### config.mk
export PLATFORM = sky130hd
export DESIGN_NAME = dps_host
export DESIGN_NICKNAME = d
export VERILOG_FILES = /design/src/hw/dps_pkg.sv /design/src/hw/dps_cnt.sv /design/src/hw/dps_host.sv
export SDC_FILE = /design/constraint.sdc
export NUM_CORES = 1
export LEC_CHECK = 0
export ABC_AREA = 1
export BUFFER_PORTS_ARGS = -buffer_cell sky130_fd_sc_hd__buf_2
export CORE_MARGIN = 2
export CORE_UTILIZATION = 50
export DETAILED_ROUTE_END_ITERATION = 8
export PLACE_DENSITY = 0.78
export RECOVER_POWER = 25
export SLEW_MARGIN = 15
export SYNTH_ARGS = -nofsm -noshare
export SYNTH_HDL_FRONTEND = slang
export SYNTH_SLANG_ARGS = --single-unit
### constraint.sdc
create_clock -name clock_i -period 3.7 [get_ports clock_i]
set_clock_uncertainty 0.05 [all_clocks]
set_input_delay 0.37 -clock clock_i [delete_from_list [all_inputs] [get_ports clock_i]]
set_output_delay 0.37 -clock clock_i [all_outputs]
set_load 0.1 [all_outputs]
### src/hw/dps_pkg.sv
// Package for the dual-port SRAM port host controller.
// Assumes a 125 MHz system clock and one port of an 8-bit dual-port SRAM.
package dps_pkg;
  // ==========================================================
  // Widths
  localparam int ADDR_W = 15;
  localparam int DATA_W = 8;
  localparam int CNT_W = 4;
  // ==========================================================
  // Timing, in ns as specified, and derived cycle counts
  localparam int CLK_NS = 8;
  localparam int T_RC_NS = 25;
  localparam int T_AA_NS = 25;
  localparam int T_AOE_NS = 15;
  localparam int T_WC_NS = 25;
  localparam int T_EW_NS = 20;
  localparam int T_AW_NS = 20;
  localparam int T_WP_NS = 20;
  localparam int T_WZ_NS = 15;
  localparam int T_DW_NS = 15;
  localparam int T_SOP_NS = 15;
  localparam int T_SAA_NS = 35;
  localparam int T_SWRD_NS = 5;
  localparam int T_SPS_NS = 5;
  // Rounds a least time up to whole cycles, never below one
  function automatic int cyc_up(input int ns);
    int c;
    c = (ns + CLK_NS - 1) / CLK_NS;
    return (c < 1) ? 1 : c;
  endfunction
  localparam int WP_MIN = (T_WP_NS > T_EW_NS) ? T_WP_NS : T_EW_NS;
  localparam int WP_OE_NS = ((T_WZ_NS + T_DW_NS) > WP_MIN) ?
    (T_WZ_NS + T_DW_NS) : WP_MIN;
  localparam logic [CNT_W-1:0] RD_CYC = CNT_W'(cyc_up(T_RC_NS));
  localparam logic [CNT_W-1:0] OE_CYC = CNT_W'(cyc_up(T_AOE_NS));
  localparam logic [CNT_W-1:0] WR_CYC = CNT_W'(cyc_up(WP_OE_NS));
  localparam logic [CNT_W-1:0] WC_CYC = CNT_W'(cyc_up(T_WC_NS));
  localparam logic [CNT_W-1:0] SRD_CYC = CNT_W'(cyc_up(T_SAA_NS));
  localparam logic [CNT_W-1:0] SWR_CYC =
    CNT_W'(cyc_up((T_SOP_NS > T_EW_NS) ? T_SOP_NS : T_EW_NS));
  localparam logic [CNT_W-1:0] SWRD_CYC =
    CNT_W'(cyc_up((T_SWRD_NS > T_SPS_NS) ? T_SWRD_NS : T_SPS_NS));
  // ==========================================================
  // Reset values
  localparam logic [ADDR_W-1:0] ADDR_RST = 15'h0000;
  localparam logic [DATA_W-1:0] DATA_RST = 8'h00;
  localparam logic [CNT_W-1:0] CNT_RST = 4'h0;
  // ==========================================================
  // Access kinds and sequencer states
  typedef enum logic [1:0] {
    DPS_RD, DPS_WR, DPS_SRD, DPS_SWR
  } dps_op_t;
  typedef enum {
    DPS_IDLE, DPS_SETUP, DPS_STROBE, DPS_RECOV, DPS_GAP
  } dps_state_t;
endpackage

### src/hw/dps_cnt.sv
// Down counter for access phases.
// Assumes load and value come from the sequencer on the same clock.
`timescale 1ns/1ns
`default_nettype none
module dps_cnt
  import dps_pkg::*;
(
  // Clock and reset
  input wire logic clock_i,
  input wire logic nrst_i,
  // Control
  input wire logic load_i,
  input wire logic [CNT_W-1:0] value_i,
  // Status
  output logic done_o
);
  logic [CNT_W-1:0] cnt_r;
  logic [CNT_W-1:0] cnt_nxt;

  // ==========================================================
  // Next count
  always_comb begin
    if (load_i) begin
      cnt_nxt = value_i - 4'h1;
    end else if (cnt_r != CNT_RST) begin
      cnt_nxt = cnt_r - 4'h1;
    end else begin
      cnt_nxt = cnt_r;
    end
  end

  // Count register
  always_ff @(posedge clock_i or negedge nrst_i) begin
    if (!nrst_i) begin
      cnt_r <= CNT_RST;
    end else begin
      cnt_r <= cnt_nxt;
    end
  end

  assign done_o = (cnt_r == CNT_RST) && !load_i;
endmodule
`default_nettype wire

### src/hw/dps_host.sv
// Host controller driving one port of an 8-bit dual-port SRAM.
// Assumes the SRAM pins are wired to the ports, data through a tristate
// resolved outside from data_oe_o.
// How it works
// Array access uses chip select low, flag select high; semaphore reversed.
// Selection held steady for the whole write, at least 20 ns.
// Write happens while select and write strobe low; ends at first rise.
// Address changes only while the write strobe is high.
// Device keeps outputs off when select falls with or after strobe.
// Strobe lasts max of write pulse and turn-off plus data setup.
// Successive writes start at least 25 ns apart.
// Address valid 20 ns before write end, set up before strobe.
// Data valid 15 ns before write end, held past strobe end.
// Recovery after strobe rise may be zero ns.
// Read cycles last at least 25 ns; data sampled after access.
// Read data taken after the slowest access delay.
// Conflict delay only for opposite write; not tracked here.
// Device holds old data 3 ns after address change.
// Semaphore update pulse at least 15 ns; read waits 35 ns.
// At least 5 ns between semaphore write and its read.
// Semaphore requests spaced by a 5 ns contention window.
// Chip select high during semaphore access; all bits carry the flag.
// Missed window still grants one port; outcome unknown.
// All intervals are whole clock cycles rounded up.
`timescale 1ns/1ns
`default_nettype none
module dps_host
  import dps_pkg::*;
(
  // Clock and reset
  input wire logic clock_i,
  input wire logic nrst_i,
  // User request
  input wire logic req_valid_i,
  output logic req_ready_o,
  input wire logic [1:0] req_op_i,
  input wire logic [ADDR_W-1:0] req_addr_i,
  input wire logic [DATA_W-1:0] req_wdata_i,
  // User answer
  output logic rsp_valid_o,
  output logic [DATA_W-1:0] rsp_rdata_o,
  // SRAM port pins
  output logic [ADDR_W-1:0] addr_o,
  output logic chip_select_n_o,
  output logic flag_select_n_o,
  output logic read_write_n_o,
  output logic output_drive_n_o,
  output logic [DATA_W-1:0] data_o,
  output logic data_oe_o,
  input wire logic [DATA_W-1:0] data_i
);
  dps_state_t st_r, st_nxt;
  dps_op_t op_r, op_nxt;
  logic [ADDR_W-1:0] addr_r, addr_nxt;
  logic [DATA_W-1:0] wdata_r, wdata_nxt;
  logic [DATA_W-1:0] rdata_r, rdata_nxt;
  logic rsp_r, rsp_nxt;
  logic cs_n_r, cs_n_nxt;
  logic fs_n_r, fs_n_nxt;
  logic rw_n_r, rw_n_nxt;
  logic oe_n_r, oe_n_nxt;
  logic doe_r, doe_nxt;
  logic [DATA_W-1:0] din_s1_r, din_s2_r;
  logic cnt_load;
  logic [CNT_W-1:0] cnt_val;
  logic cnt_done;

  // Strobe length for each access kind
  function automatic logic [CNT_W-1:0] op_len(input dps_op_t op);
    case (op)
      DPS_RD: op_len = RD_CYC;
      DPS_WR: op_len = WR_CYC;
      DPS_SRD: op_len = SRD_CYC;
      DPS_SWR: op_len = SWR_CYC;
      default: op_len = RD_CYC;
    endcase
  endfunction

  function automatic logic is_write(input dps_op_t op);
    is_write = (op == DPS_WR) || (op == DPS_SWR);
  endfunction

  // ==========================================================
  // Phase counter
  dps_cnt dps_cnt_inst (
    .clock_i(clock_i),
    .nrst_i(nrst_i),
    .load_i(cnt_load),
    .value_i(cnt_val),
    .done_o(cnt_done)
  );

  // ==========================================================
  // Read data synchroniser, two stages before use
  always_ff @(posedge clock_i or negedge nrst_i) begin
    if (!nrst_i) begin
      din_s1_r <= DATA_RST;
      din_s2_r <= DATA_RST;
    end else begin
      din_s1_r <= data_i;
      din_s2_r <= din_s1_r;
    end
  end

  // ==========================================================
  // Sequencer next state
  always_comb begin
    st_nxt = st_r;
    op_nxt = op_r;
    addr_nxt = addr_r;
    wdata_nxt = wdata_r;
    rdata_nxt = rdata_r;
    rsp_nxt = 1'b0;
    cs_n_nxt = cs_n_r;
    fs_n_nxt = fs_n_r;
    rw_n_nxt = rw_n_r;
    oe_n_nxt = oe_n_r;
    doe_nxt = doe_r;
    cnt_load = 1'b0;
    cnt_val = CNT_RST;
    case (st_r)
      DPS_IDLE: begin
        if (req_valid_i) begin
          // Address moves only with strobe and selects high
          op_nxt = dps_op_t'(req_op_i);
          addr_nxt = req_addr_i;
          wdata_nxt = req_wdata_i;
          st_nxt = DPS_SETUP;
        end
      end
      DPS_SETUP: begin
        // Select and strobe fall together; outputs stay off on writes, turn on with select on reads
        cs_n_nxt = (op_r == DPS_RD) || (op_r == DPS_WR) ?
          1'b0 : 1'b1;
        fs_n_nxt = (op_r == DPS_SRD) || (op_r == DPS_SWR) ?
          1'b0 : 1'b1;
        rw_n_nxt = !is_write(op_r);
        oe_n_nxt = is_write(op_r);
        doe_nxt = is_write(op_r);
        cnt_load = 1'b1;
        cnt_val = op_len(op_r);
        st_nxt = DPS_STROBE;
      end
      DPS_STROBE: begin
        if (cnt_done) begin
          // Write ends on strobe rise; data still driven
          rw_n_nxt = 1'b1;
          cs_n_nxt = 1'b1;
          fs_n_nxt = 1'b1;
          oe_n_nxt = 1'b1;
          st_nxt = DPS_RECOV;
        end
      end
      DPS_RECOV: begin
        // Data held one cycle past strobe end
        doe_nxt = 1'b0;
        cnt_load = 1'b1;
        cnt_val = (op_r == DPS_SWR) ? SWRD_CYC : WC_CYC;
        st_nxt = DPS_GAP;
      end
      DPS_GAP: begin
        if (is_write(op_r) && !cnt_done) begin
          st_nxt = DPS_GAP;
        end else begin
          if (!is_write(op_r)) begin
            // Second sync stage now holds the bus seen at the strobe's
            // last edge, the first edge past the worst-case access time;
            // relies on the device holding its data just after the rise
            rdata_nxt = din_s2_r;
          end
          rsp_nxt = 1'b1;
          st_nxt = DPS_IDLE;
        end
      end
      default: st_nxt = DPS_IDLE;
    endcase
  end

  // Sequencer registers
  always_ff @(posedge clock_i or negedge nrst_i) begin
    if (!nrst_i) begin
      st_r <= DPS_IDLE;
      op_r <= DPS_RD;
      addr_r <= ADDR_RST;
      wdata_r <= DATA_RST;
      rdata_r <= DATA_RST;
      rsp_r <= 1'b0;
      cs_n_r <= 1'b1;
      fs_n_r <= 1'b1;
      rw_n_r <= 1'b1;
      oe_n_r <= 1'b1;
      doe_r <= 1'b0;
    end else begin
      st_r <= st_nxt;
      op_r <= op_nxt;
      addr_r <= addr_nxt;
      wdata_r <= wdata_nxt;
      rdata_r <= rdata_nxt;
      rsp_r <= rsp_nxt;
      cs_n_r <= cs_n_nxt;
      fs_n_r <= fs_n_nxt;
      rw_n_r <= rw_n_nxt;
      oe_n_r <= oe_n_nxt;
      doe_r <= doe_nxt;
    end
  end

  // ==========================================================
  // Outputs
  assign req_ready_o = (st_r == DPS_IDLE);
  assign rsp_valid_o = rsp_r;
  assign rsp_rdata_o = rdata_r;
  assign addr_o = addr_r;
  assign chip_select_n_o = cs_n_r;
  assign flag_select_n_o = fs_n_r;
  assign read_write_n_o = rw_n_r;
  assign output_drive_n_o = oe_n_r;
  assign data_o = wdata_r;
  assign data_oe_o = doe_r;
endmodule
`default_nettype wire

== Yosys cells after proc, flatten, opt, wreduce, memory -nomap -nowiden ==
Index checks and enable logic that the tools add are counted.
Cells by class
  add/sub/neg operators: 2
  shifts and indexed selects: 0
  muxes and demuxes: 20
  multiply operators: 0
  div/mod/pow operators: 0
  reductions and logical operators: 22
  bitwise logic cells: 2
  order comparisons: 0
  eq/ne operators: 9
Operators with widths (count)
  32-bit case mux with 5 select lines: 1
  32-bit by 2-bit equality test with 1-bit output (second input constant): 2
  32-bit logical NOT: 2
  32-bit two-way mux: 2
  32-bit by 1-bit equality test with 1-bit output (second input constant): 1
  32-bit by 3-bit equality test with 1-bit output (second input constant): 1
  4-bit case mux with 3 select lines: 1
  1-bit case mux with 2 select lines: 5
  4-bit two-way mux: 2
  4-bit case mux with 2 select lines: 1
  4-bit by 1-bit subtractor with 4-bit output (second input constant): 2
  1-bit two-way mux: 6
  3-bit two-way mux: 2
  2-bit AND reduction: 3
  2-bit nonzero test: 3
  2-bit equality test (second input constant): 2
  4-bit logical NOT: 1
  2-bit inequality test (second input constant): 2
  4-bit nonzero test: 1
  2-bit OR reduction: 2
  1-bit logical NOT: 3
  1-bit logical OR: 3
  3-bit AND reduction: 1
  2-bit by 1-bit equality test with 1-bit output (second input constant): 1
  other kinds (3): 5
Storage, ports and cells
  output and inout bits: 38
  flip-flop bits (word level): 91
  memory bits (read-only): 0
  memories: 0
  bits of input ports: 36
  latch bits: 0
  bits in writable memories: 0
  word-level logic and storage cells: 69

== Depth between registers and ports, before layout ==
Gate-level depths: netlist of the first run.
  depth after elaboration: 9
  mapped depth: 9
  depth with buffers taken out: 8

== Hierarchy ==
From an unflattened synthesis of the first run, not the netlist that was laid out.
Unflattened totals
  cell total of the unflattened synthesis: 253
  area, all modules: 2578.7 um^2
Modules (own cells, without submodules)
  dps_host: cells an instance 210, instances 1, area each 2293.4 um^2
  dps_cnt: cells an instance 43, instances 1, area each 285.3 um^2

== Worst setup path after synthesis of the first run ==
No wires, ideal clock.
  path kind: register -> output
  start: reg st_r[2]
  end: out req_ready_o
  required time: 3280 ps
  path slack: 2145 ps
  arrival time: 1135 ps
  path buffers: 1
  cell stages (with the launch flop): 3
  path through: dfrtp_1 > nor3_4 > buf_4
Between the ends
  longest elaborated chain between the ends: 1
RTL lines
  start, declared: line dps_host.sv:52  | dps_state_t st_r, st_nxt;
  start signal, assigned: line dps_host.sv:194  | st_r <= st_nxt;
  32-bit logical NOT: line dps_host.sv:210  | assign req_ready_o = (st_r == DPS_IDLE);
  end, declared: line dps_host.sv:35  | output logic req_ready_o,
No other way between the ends.

== Worst setup path after layout of the first run ==
Ends and elaborated chain as after synthesis.

==> results of run 1 <==
-- layout make-up --
| class | instances | area share |
|---|---|---|
| clock buffer | 11 | 0.0479 |
| tap | 52 | 0.0220 |
| inverter | 19 | 0.0242 |
| clock inverter | 5 | 0.0195 |
| multi-input combinational | 153 | 0.231 |
| timing repair buffer | 75 | 0.128 |
| sequential | 62 | 0.527 |
-- path summary, 6_finish.rpt --
check                                 start               endpoint  slack (ns)  cells after the start
worst max-delay path                st_r[2]            req_ready_o        1.51                      3
worst min-delay path              data_i[6]            din_s1_r[6]        0.08                      1
worst max register to register      st_r[0]  dps_cnt_inst.cnt_r[2]        2.02                      8
worst min register to register  din_s1_r[4]            din_s2_r[4]        0.30                      0
max in group asynchronous            nrst_i       output_drive_n_o        1.82                      2
min in group asynchronous            nrst_i              data_o[6]        0.52                      1
-- per-layer routing --
layer  routed length, µm  up-vias  share of wire
met2                2350       74           0.49
met3                 298        9          0.062
met4                  96        0          0.020
met5                   0        -              0
li1                    -      918              -
met1                2030      867           0.43
-- kinds of logic after synthesis --
logic type                 Yosys count  synth area share
and+or+nand+nor                    136             0.246
adders and majority gates            1           0.00531
buffers and inverters               28            0.0499
AOI/OAI and AO/OA                   16            0.0377
DFF                                 62             0.661
-- through the flow --
| step | area [µm²] | hold WS, ns | worst slack [ns] |
|---|---|---|---|
| after floorplan | 2350 | 0.0244 | 2.14 |
| after global placement | 2750 | 0.284 | 1.89 |
| after detailed placement | 2750 | 0.286 | 1.87 |
| after CTS | 2950 | 0.0709 | 1.49 |
| after global routing | 2950 | 0.0668 | 1.42 |
| final | 2950 | 0.0805 | 1.51 |
-- cell usage in the layout (no fill, tap or decap), drive strengths merged --
cell type and instances:
o21bai 1, clkbuf 12, ha 1, inv 20, dfrtp 58, bufinv 1
clkinv 3, dfstp 4, nor3 1, nand2 88, nand3b 1, nor2 13
o211ai 1, nand3 32, or2 1, o21ai 10, buf 74, a21oi 4
-- sequential cells by signal (all words and copies together), names as in the netlist --
register,count
addr_o,15
chip_select_n_o,1
data_o,8
data_oe_o,1
din_s1_r,8
din_s2_r,8
dps_cnt_inst.cnt_r,4
flag_select_n_o,1
op_r,2
output_drive_n_o,1
read_write_n_o,1
rsp_rdata_o,8
rsp_valid_o,1
st_r,3
==> PnR_summary.wiki, run 1 <==
{| class="wikitable"
! Metric !! Value
|-
| Result of the run || finished with violations
|-
| Violated checks || max-capacitance violations, max-slew violations
|-
| Fin crit share || 0.592
|-
| Synth cell types || 20
|-
| CTS root buffer || sky130_fd_sc_hd__clkbuf_8
|-
| Proportion of layout cells with a drive suffix above 1 || 0.308
|-
| Overall track demand over capacity in global routing || 0.206
|-
| Pin count of the biggest net entering global routing || 39
|-
| Diodes inserted || 0
|-
| Cell taking the most area after synthesis || sky130_fd_sc_hd__dfrtp_1
|-
| Top fanout value on the critical path || 25
|-
| Slowest stage cell on the critical path || sky130_fd_sc_hd__buf_2
|-
| IO Port Bufs || 73
|-
| Warnings, synthesis || 0
|-
| Iteration count of the initial detailed-routing pass || 4
|-
| Final setup violation count || 0
|-
| Antenna violations before repair || 0
|-
| Total DRC errors in the routed layout || 0
|-
| Syn nets || 280
|-
| Wire length of the first global-routing pass || slightly above 8000 µm
|-
| Die Width || 72.6 µm
|-
| Final core utilization || 0.664
|-
| Worst path buffer plus inverter count || 2
|-
| Final standard cell count with taps included and fillers excluded || approximately 380
|-
| Achievable Freq || 0.456 GHz
|-
| Area used by multi-input combinational logic || roughly 680 µm²
|-
| Classification of the worst setup path || flop to output port
|-
| Cell types with the highest counts after synthesis || sky130_fd_sc_hd__nand2_1, sky130_fd_sc_hd__dfrtp_1, sky130_fd_sc_hd__nand3_1, sky130_fd_sc_hd__inv_1, sky130_fd_sc_hd__nor2_1
|-
| Routed wire length || 4770 µm
|-
| Async S/R FF share, synth || 1.00
|-
| Area of the core region || 4440 µm²
|-
| Die outline area || between 5000 and 6000 µm²
|-
| Most used flip-flop cell after synthesis || sky130_fd_sc_hd__dfrtp_1
|-
| Number of synthesized register bits || 62
|-
| Residual overflow from global routing || 0
|-
| Standard-cell rows || 24
|-
| Worst relative slew slack || -0.288
|-
| Number of max-cap violations || 1
|-
| Cell total after placement || 361
|-
| Maximum number of buffers from clock root to sink || 2
|-
| Via count of the routed design || roughly 1.9k
|-
| CTS tree || built
|-
| Area share of the largest cell type after synthesis || 0.616
|-
| # resized after CTS || 0
|-
| GRT Max-Usage Layer || met2
|-
| GR Layer Usage met1 || 0.268
|-
| Dpl hpwl || 3230 µm
|-
| I/O pins || 74
|-
| GR Layer Usage met2 || 0.317
|-
| Hold/Removal Path Class || input port to flop
|-
| Arrival time reported for the critical path endpoint || roughly 1.8 ns
|-
| Worst-Margin Slew || 1.93 ns
|-
| Fillcell total || 382
|-
| 1st-iter DRT viols || around 150
|-
| Clock transition time at the flip-flop clock pins of the worst setup and hold paths || 0.07 ns
|-
| Hold Buf Count CTS || 0
|-
| RePlAce Congestion || 0.885
|-
| Mapped Cells || 243
|-
| Number of buffers inserted to repair setup after CTS || 0
|-
| Setup repair after global routing missed its margin || false
|-
| Syn_area_per_cell || between 9 and 10 µm²
|-
| Min Clock Period, post-route || 2.19 ns
|-
| GRT met3 Usage || 0.0511
|-
| Crit path required time || 3.28 ns
|-
| CP startpoint kind || flop
|-
| Gate family responsible for the most delay along the worst path || buffers and inverters
|-
| Clock Latency Late Sink || 0.34 ns
|-
| Count leader, synth || sky130_fd_sc_hd__nand2_1
|-
| Final Hold Fails || 0
|-
| Number of CTS-inserted buffers || 9
|-
| Cell chain of the critical path || nor3_4 > buf_4 > buf_2
|-
| CTS H-Tree Depth || 3
|-
| Number of global-route vias before repair || about 1.8k
|-
| Remaining antenna violation count after routing || 0
|-
| Clock sinks || 62
|-
| Netlist Area Pre-Place || 2350 µm²
|-
| Final setup TNS || 0 ns
|-
| Initial Util || 0.530
|-
| Per-cell routed wire length || 12.7 µm
|-
| Die Y-Extent || 72.6 µm
|-
| Area Overhead vs Synth || 25.3%
|-
| Sequential fraction of the synthesis area || 0.661
|-
| Vias per cell || ~5
|-
| Main area contributors after synthesis || sky130_fd_sc_hd__dfrtp_1, sky130_fd_sc_hd__nand2_1, sky130_fd_sc_hd__nand3_1, sky130_fd_sc_hd__dfstp_2, sky130_fd_sc_hd__inv_1
|-
| EDFF count, synth || 0
|-
| Net count, final || 357
|-
| Count of pins over their slew limit || 39
|-
| Element type at the critical path end || output port
|-
| Storage element area || 1560 µm²
|-
| Longest individual stage delay on the worst path || 0.48 ns
|}
Power of run 1 is not shown: default switching activity piles up to over one toggle a cycle in this logic, so the estimate is an artifact.
==> inputs of run 2 (changes only) <==
==> constraint.sdc (replaced) <==
create_clock -name clock_i -period 2.3 [get_ports clock_i]
set_clock_uncertainty 0.05 [all_clocks]
set_input_delay 0.23 -clock clock_i [delete_from_list [all_inputs] [get_ports clock_i]]
set_output_delay 0.23 -clock clock_i [all_outputs]
set_load 0.1 [all_outputs]
==> run 2 against run 1 <==
- the run still ends with max-capacitance violations, max-slew violations left
- non-clock buffer count rose by 9
- flip-flop and latch count did not move
- critical path depth did not move
- critical endpoint unchanged
- largest cell class unchanged
==> PnR_summary.wiki, run 2 (synthesis gave the netlist of run 1 again) <==
{| class="wikitable"
! Metric !! Value
|-
| Diodes inserted || 0 (unchanged)
|-
| Final Hold Fails || 0 (unchanged)
|-
| Final design area excluding fillers || 3100 µm² (+5.0%)
|-
| Element type at the critical path end || output port
|-
| Result of the run || finished with violations
|-
| Most used cells in the layout excluding fill and tap cells || sky130_fd_sc_hd__nand2_1, sky130_fd_sc_hd__buf_2, sky130_fd_sc_hd__dfrtp_1, sky130_fd_sc_hd__nand3_1, sky130_fd_sc_hd__inv_1
|-
| IO Port Bufs || 73 (unchanged)
|-
| 1st-iter DRT viols || 143 (-2.7%)
|-
| CTS tree || built
|-
| Remaining antenna violation count after routing || 0 (unchanged)
|-
| CTS H-Tree Depth || 3 (unchanged)
|-
| Hold Buf Count CTS || 9 (+9)
|-
| Clock Latency Late Sink || 0.32 ns (-0.02 ns)
|-
| Violated checks || max-capacitance violations, max-slew violations
|-
| Total DRC errors in the routed layout || 0 (unchanged)
|-
| Largest register FFs || 15 (unchanged)
|-
| Net count, final || 366 (+2.5%)
|-
| Top fanout value on the critical path || 24 (-4.0%)
|-
| RePlAce Congestion || 0.897 (+1.4%)
|-
| Achievable Freq || 0.537 GHz
|-
| Overall track demand over capacity in global routing || 0.198 (-0.00792)
|-
| Initial Util || 0.530 (unchanged)
|-
| I/O pins || 74 (unchanged)
|-
| Number of buffers inserted to repair setup after CTS || 0 (unchanged)
|-
| Standard-cell rows || 24 (unchanged)
|-
| Hold Slack || 0.0812 ns (+0.000739 ns)
|-
| Die Y-Extent || 72.6 µm (unchanged)
|-
| Fillcell total || 353 (-7.6%)
|-
| Worst relative slew slack || -0.00202 (+0.286)
|-
| Per-cell routed wire length || 11.7 µm (-7.4%)
|-
| Maximum number of buffers from clock root to sink || 2 (unchanged)
|-
| Iteration count of the initial detailed-routing pass || 4 (unchanged)
|-
| Dpl hpwl || 3080 µm (-4.7%)
|-
| # resized after CTS || 0 (unchanged)
|-
| Number of global-route vias before repair || 1802 (-0.61%)
|-
| Clock transition time at the flip-flop clock pins of the worst setup and hold paths || 0.07 ns (about the same)
|-
| Via count of the routed design || 1874 (+0.32%)
|-
| Final setup violation count || 0 (unchanged)
|-
| Storage element area || 1560 µm² (unchanged)
|-
| Clock sinks || 62 (unchanged)
|-
| Worst-Margin Slew || 1.50 ns (-0.428 ns)
|-
| Number of max-cap violations || 1 (unchanged)
|-
| Crit path required time || 2.02 ns (-1.26 ns)
|-
| CP startpoint kind || flop
|-
| Antenna violations before repair || 0 (unchanged)
|-
| Final setup TNS || 0 ns (unchanged)
|-
| Die outline area || 5270 µm² (unchanged)
|-
| Min Clock Period, post-route || ~1.9 ns
|-
| Routed wire length || 4530 µm (-5.2%)
|-
| Proportion of layout cells with a drive suffix above 1 || 0.302 (-0.00530)
|-
| Cell area reported after detailed placement || 2780 µm² (+1.0%)
|-
| CTS root buffer || sky130_fd_sc_hd__clkbuf_8
|-
| Number of CTS-inserted buffers || 9 (unchanged)
|-
| Residual overflow from global routing || 0 (unchanged)
|-
| Area Overhead vs Synth || 31.7%
|-
| Pin count of the biggest net entering global routing || 36 (-7.7%)
|-
| Hold/Removal Path Class || input port to flop
|-
| Cell total after placement || 361 (unchanged)
|-
| Setup repair after global routing missed its margin || false
|-
| Area used by multi-input combinational logic || 681 µm² (unchanged)
|-
| Final standard cell count with taps included and fillers excluded || 386 (+2.4%)
|-
| Count of pins over their slew limit || 27 (-31%)
|-
| Vias per cell || 4.85 (-2.0%)
|-
| Fin crit share || 0.810
|-
| Arrival time reported for the critical path endpoint || 1.58 ns (-0.19 ns)
|-
| Most common library cell in the layout ignoring fill and taps || sky130_fd_sc_hd__nand2_1
|-
| Area of the core region || 4440 µm² (unchanged)
|-
| Classification of the worst setup path || flop to output port
|-
| Wire length of the first global-routing pass || 8010 µm (-1.2%)
|-
| Die Width || 72.6 µm (unchanged)
|}
[run 2: layout make-up]
type	instances	share of cell area
multi-input cells	153	0.220
well taps	52	0.0210
clock inverters	6	0.0299
clock buffers	10	0.0444
flip-flops and latches	62	0.502
repair buffers	84	0.160
inverters	19	0.0230
[run 2: path summary, 6_finish.rpt]
| kind | to | start | slack [ns] | depth (start not counted) |
|---|---|---|---|---|
| setup / recovery | req_ready_o | st_r[2] | 0.44 | 3 |
| hold / removal | data_o[5] | req_wdata_i[5] | 0.08 | 3 |
| setup reg to reg | dps_cnt_inst.cnt_r[1] | st_r[0] | 0.65 | 8 |
| hold reg to reg | din_s2_r[0] | din_s1_r[0] | 0.29 | 0 |
| max in group asynchronous | addr_o[9] | nrst_i | 0.57 | 2 |
| min in group asynchronous | data_o[6] | nrst_i | 0.75 | 2 |
[run 2: worst max-delay path: stages, from the launching register on]
cell                      delay (ns)
sky130_fd_sc_hd__dfrtp_1        0.47
sky130_fd_sc_hd__nor3_4         0.26
sky130_fd_sc_hd__buf_4          0.31
sky130_fd_sc_hd__buf_12         0.21
[run 2: metrics by stage]
stage / utilization / worst slack (ns)
final: 0.698 / 0.438
after global placement: 0.626 / 0.779
after CTS: 0.698 / 0.417
after global routing: 0.698 / 0.180
after detailed placement: 0.626 / 0.723
after floorplan: - / 0.821
[run 2: metal layers]
layer | global-route usage | part of all wire
met5 | 0 | 0
met4 | 0.0864 | 0.012
met3 | 0.0428 | 0.062
met2 | 0.312 | 0.49
met1 | 0.267 | 0.43
Power of run 2 is left out for the same reason.
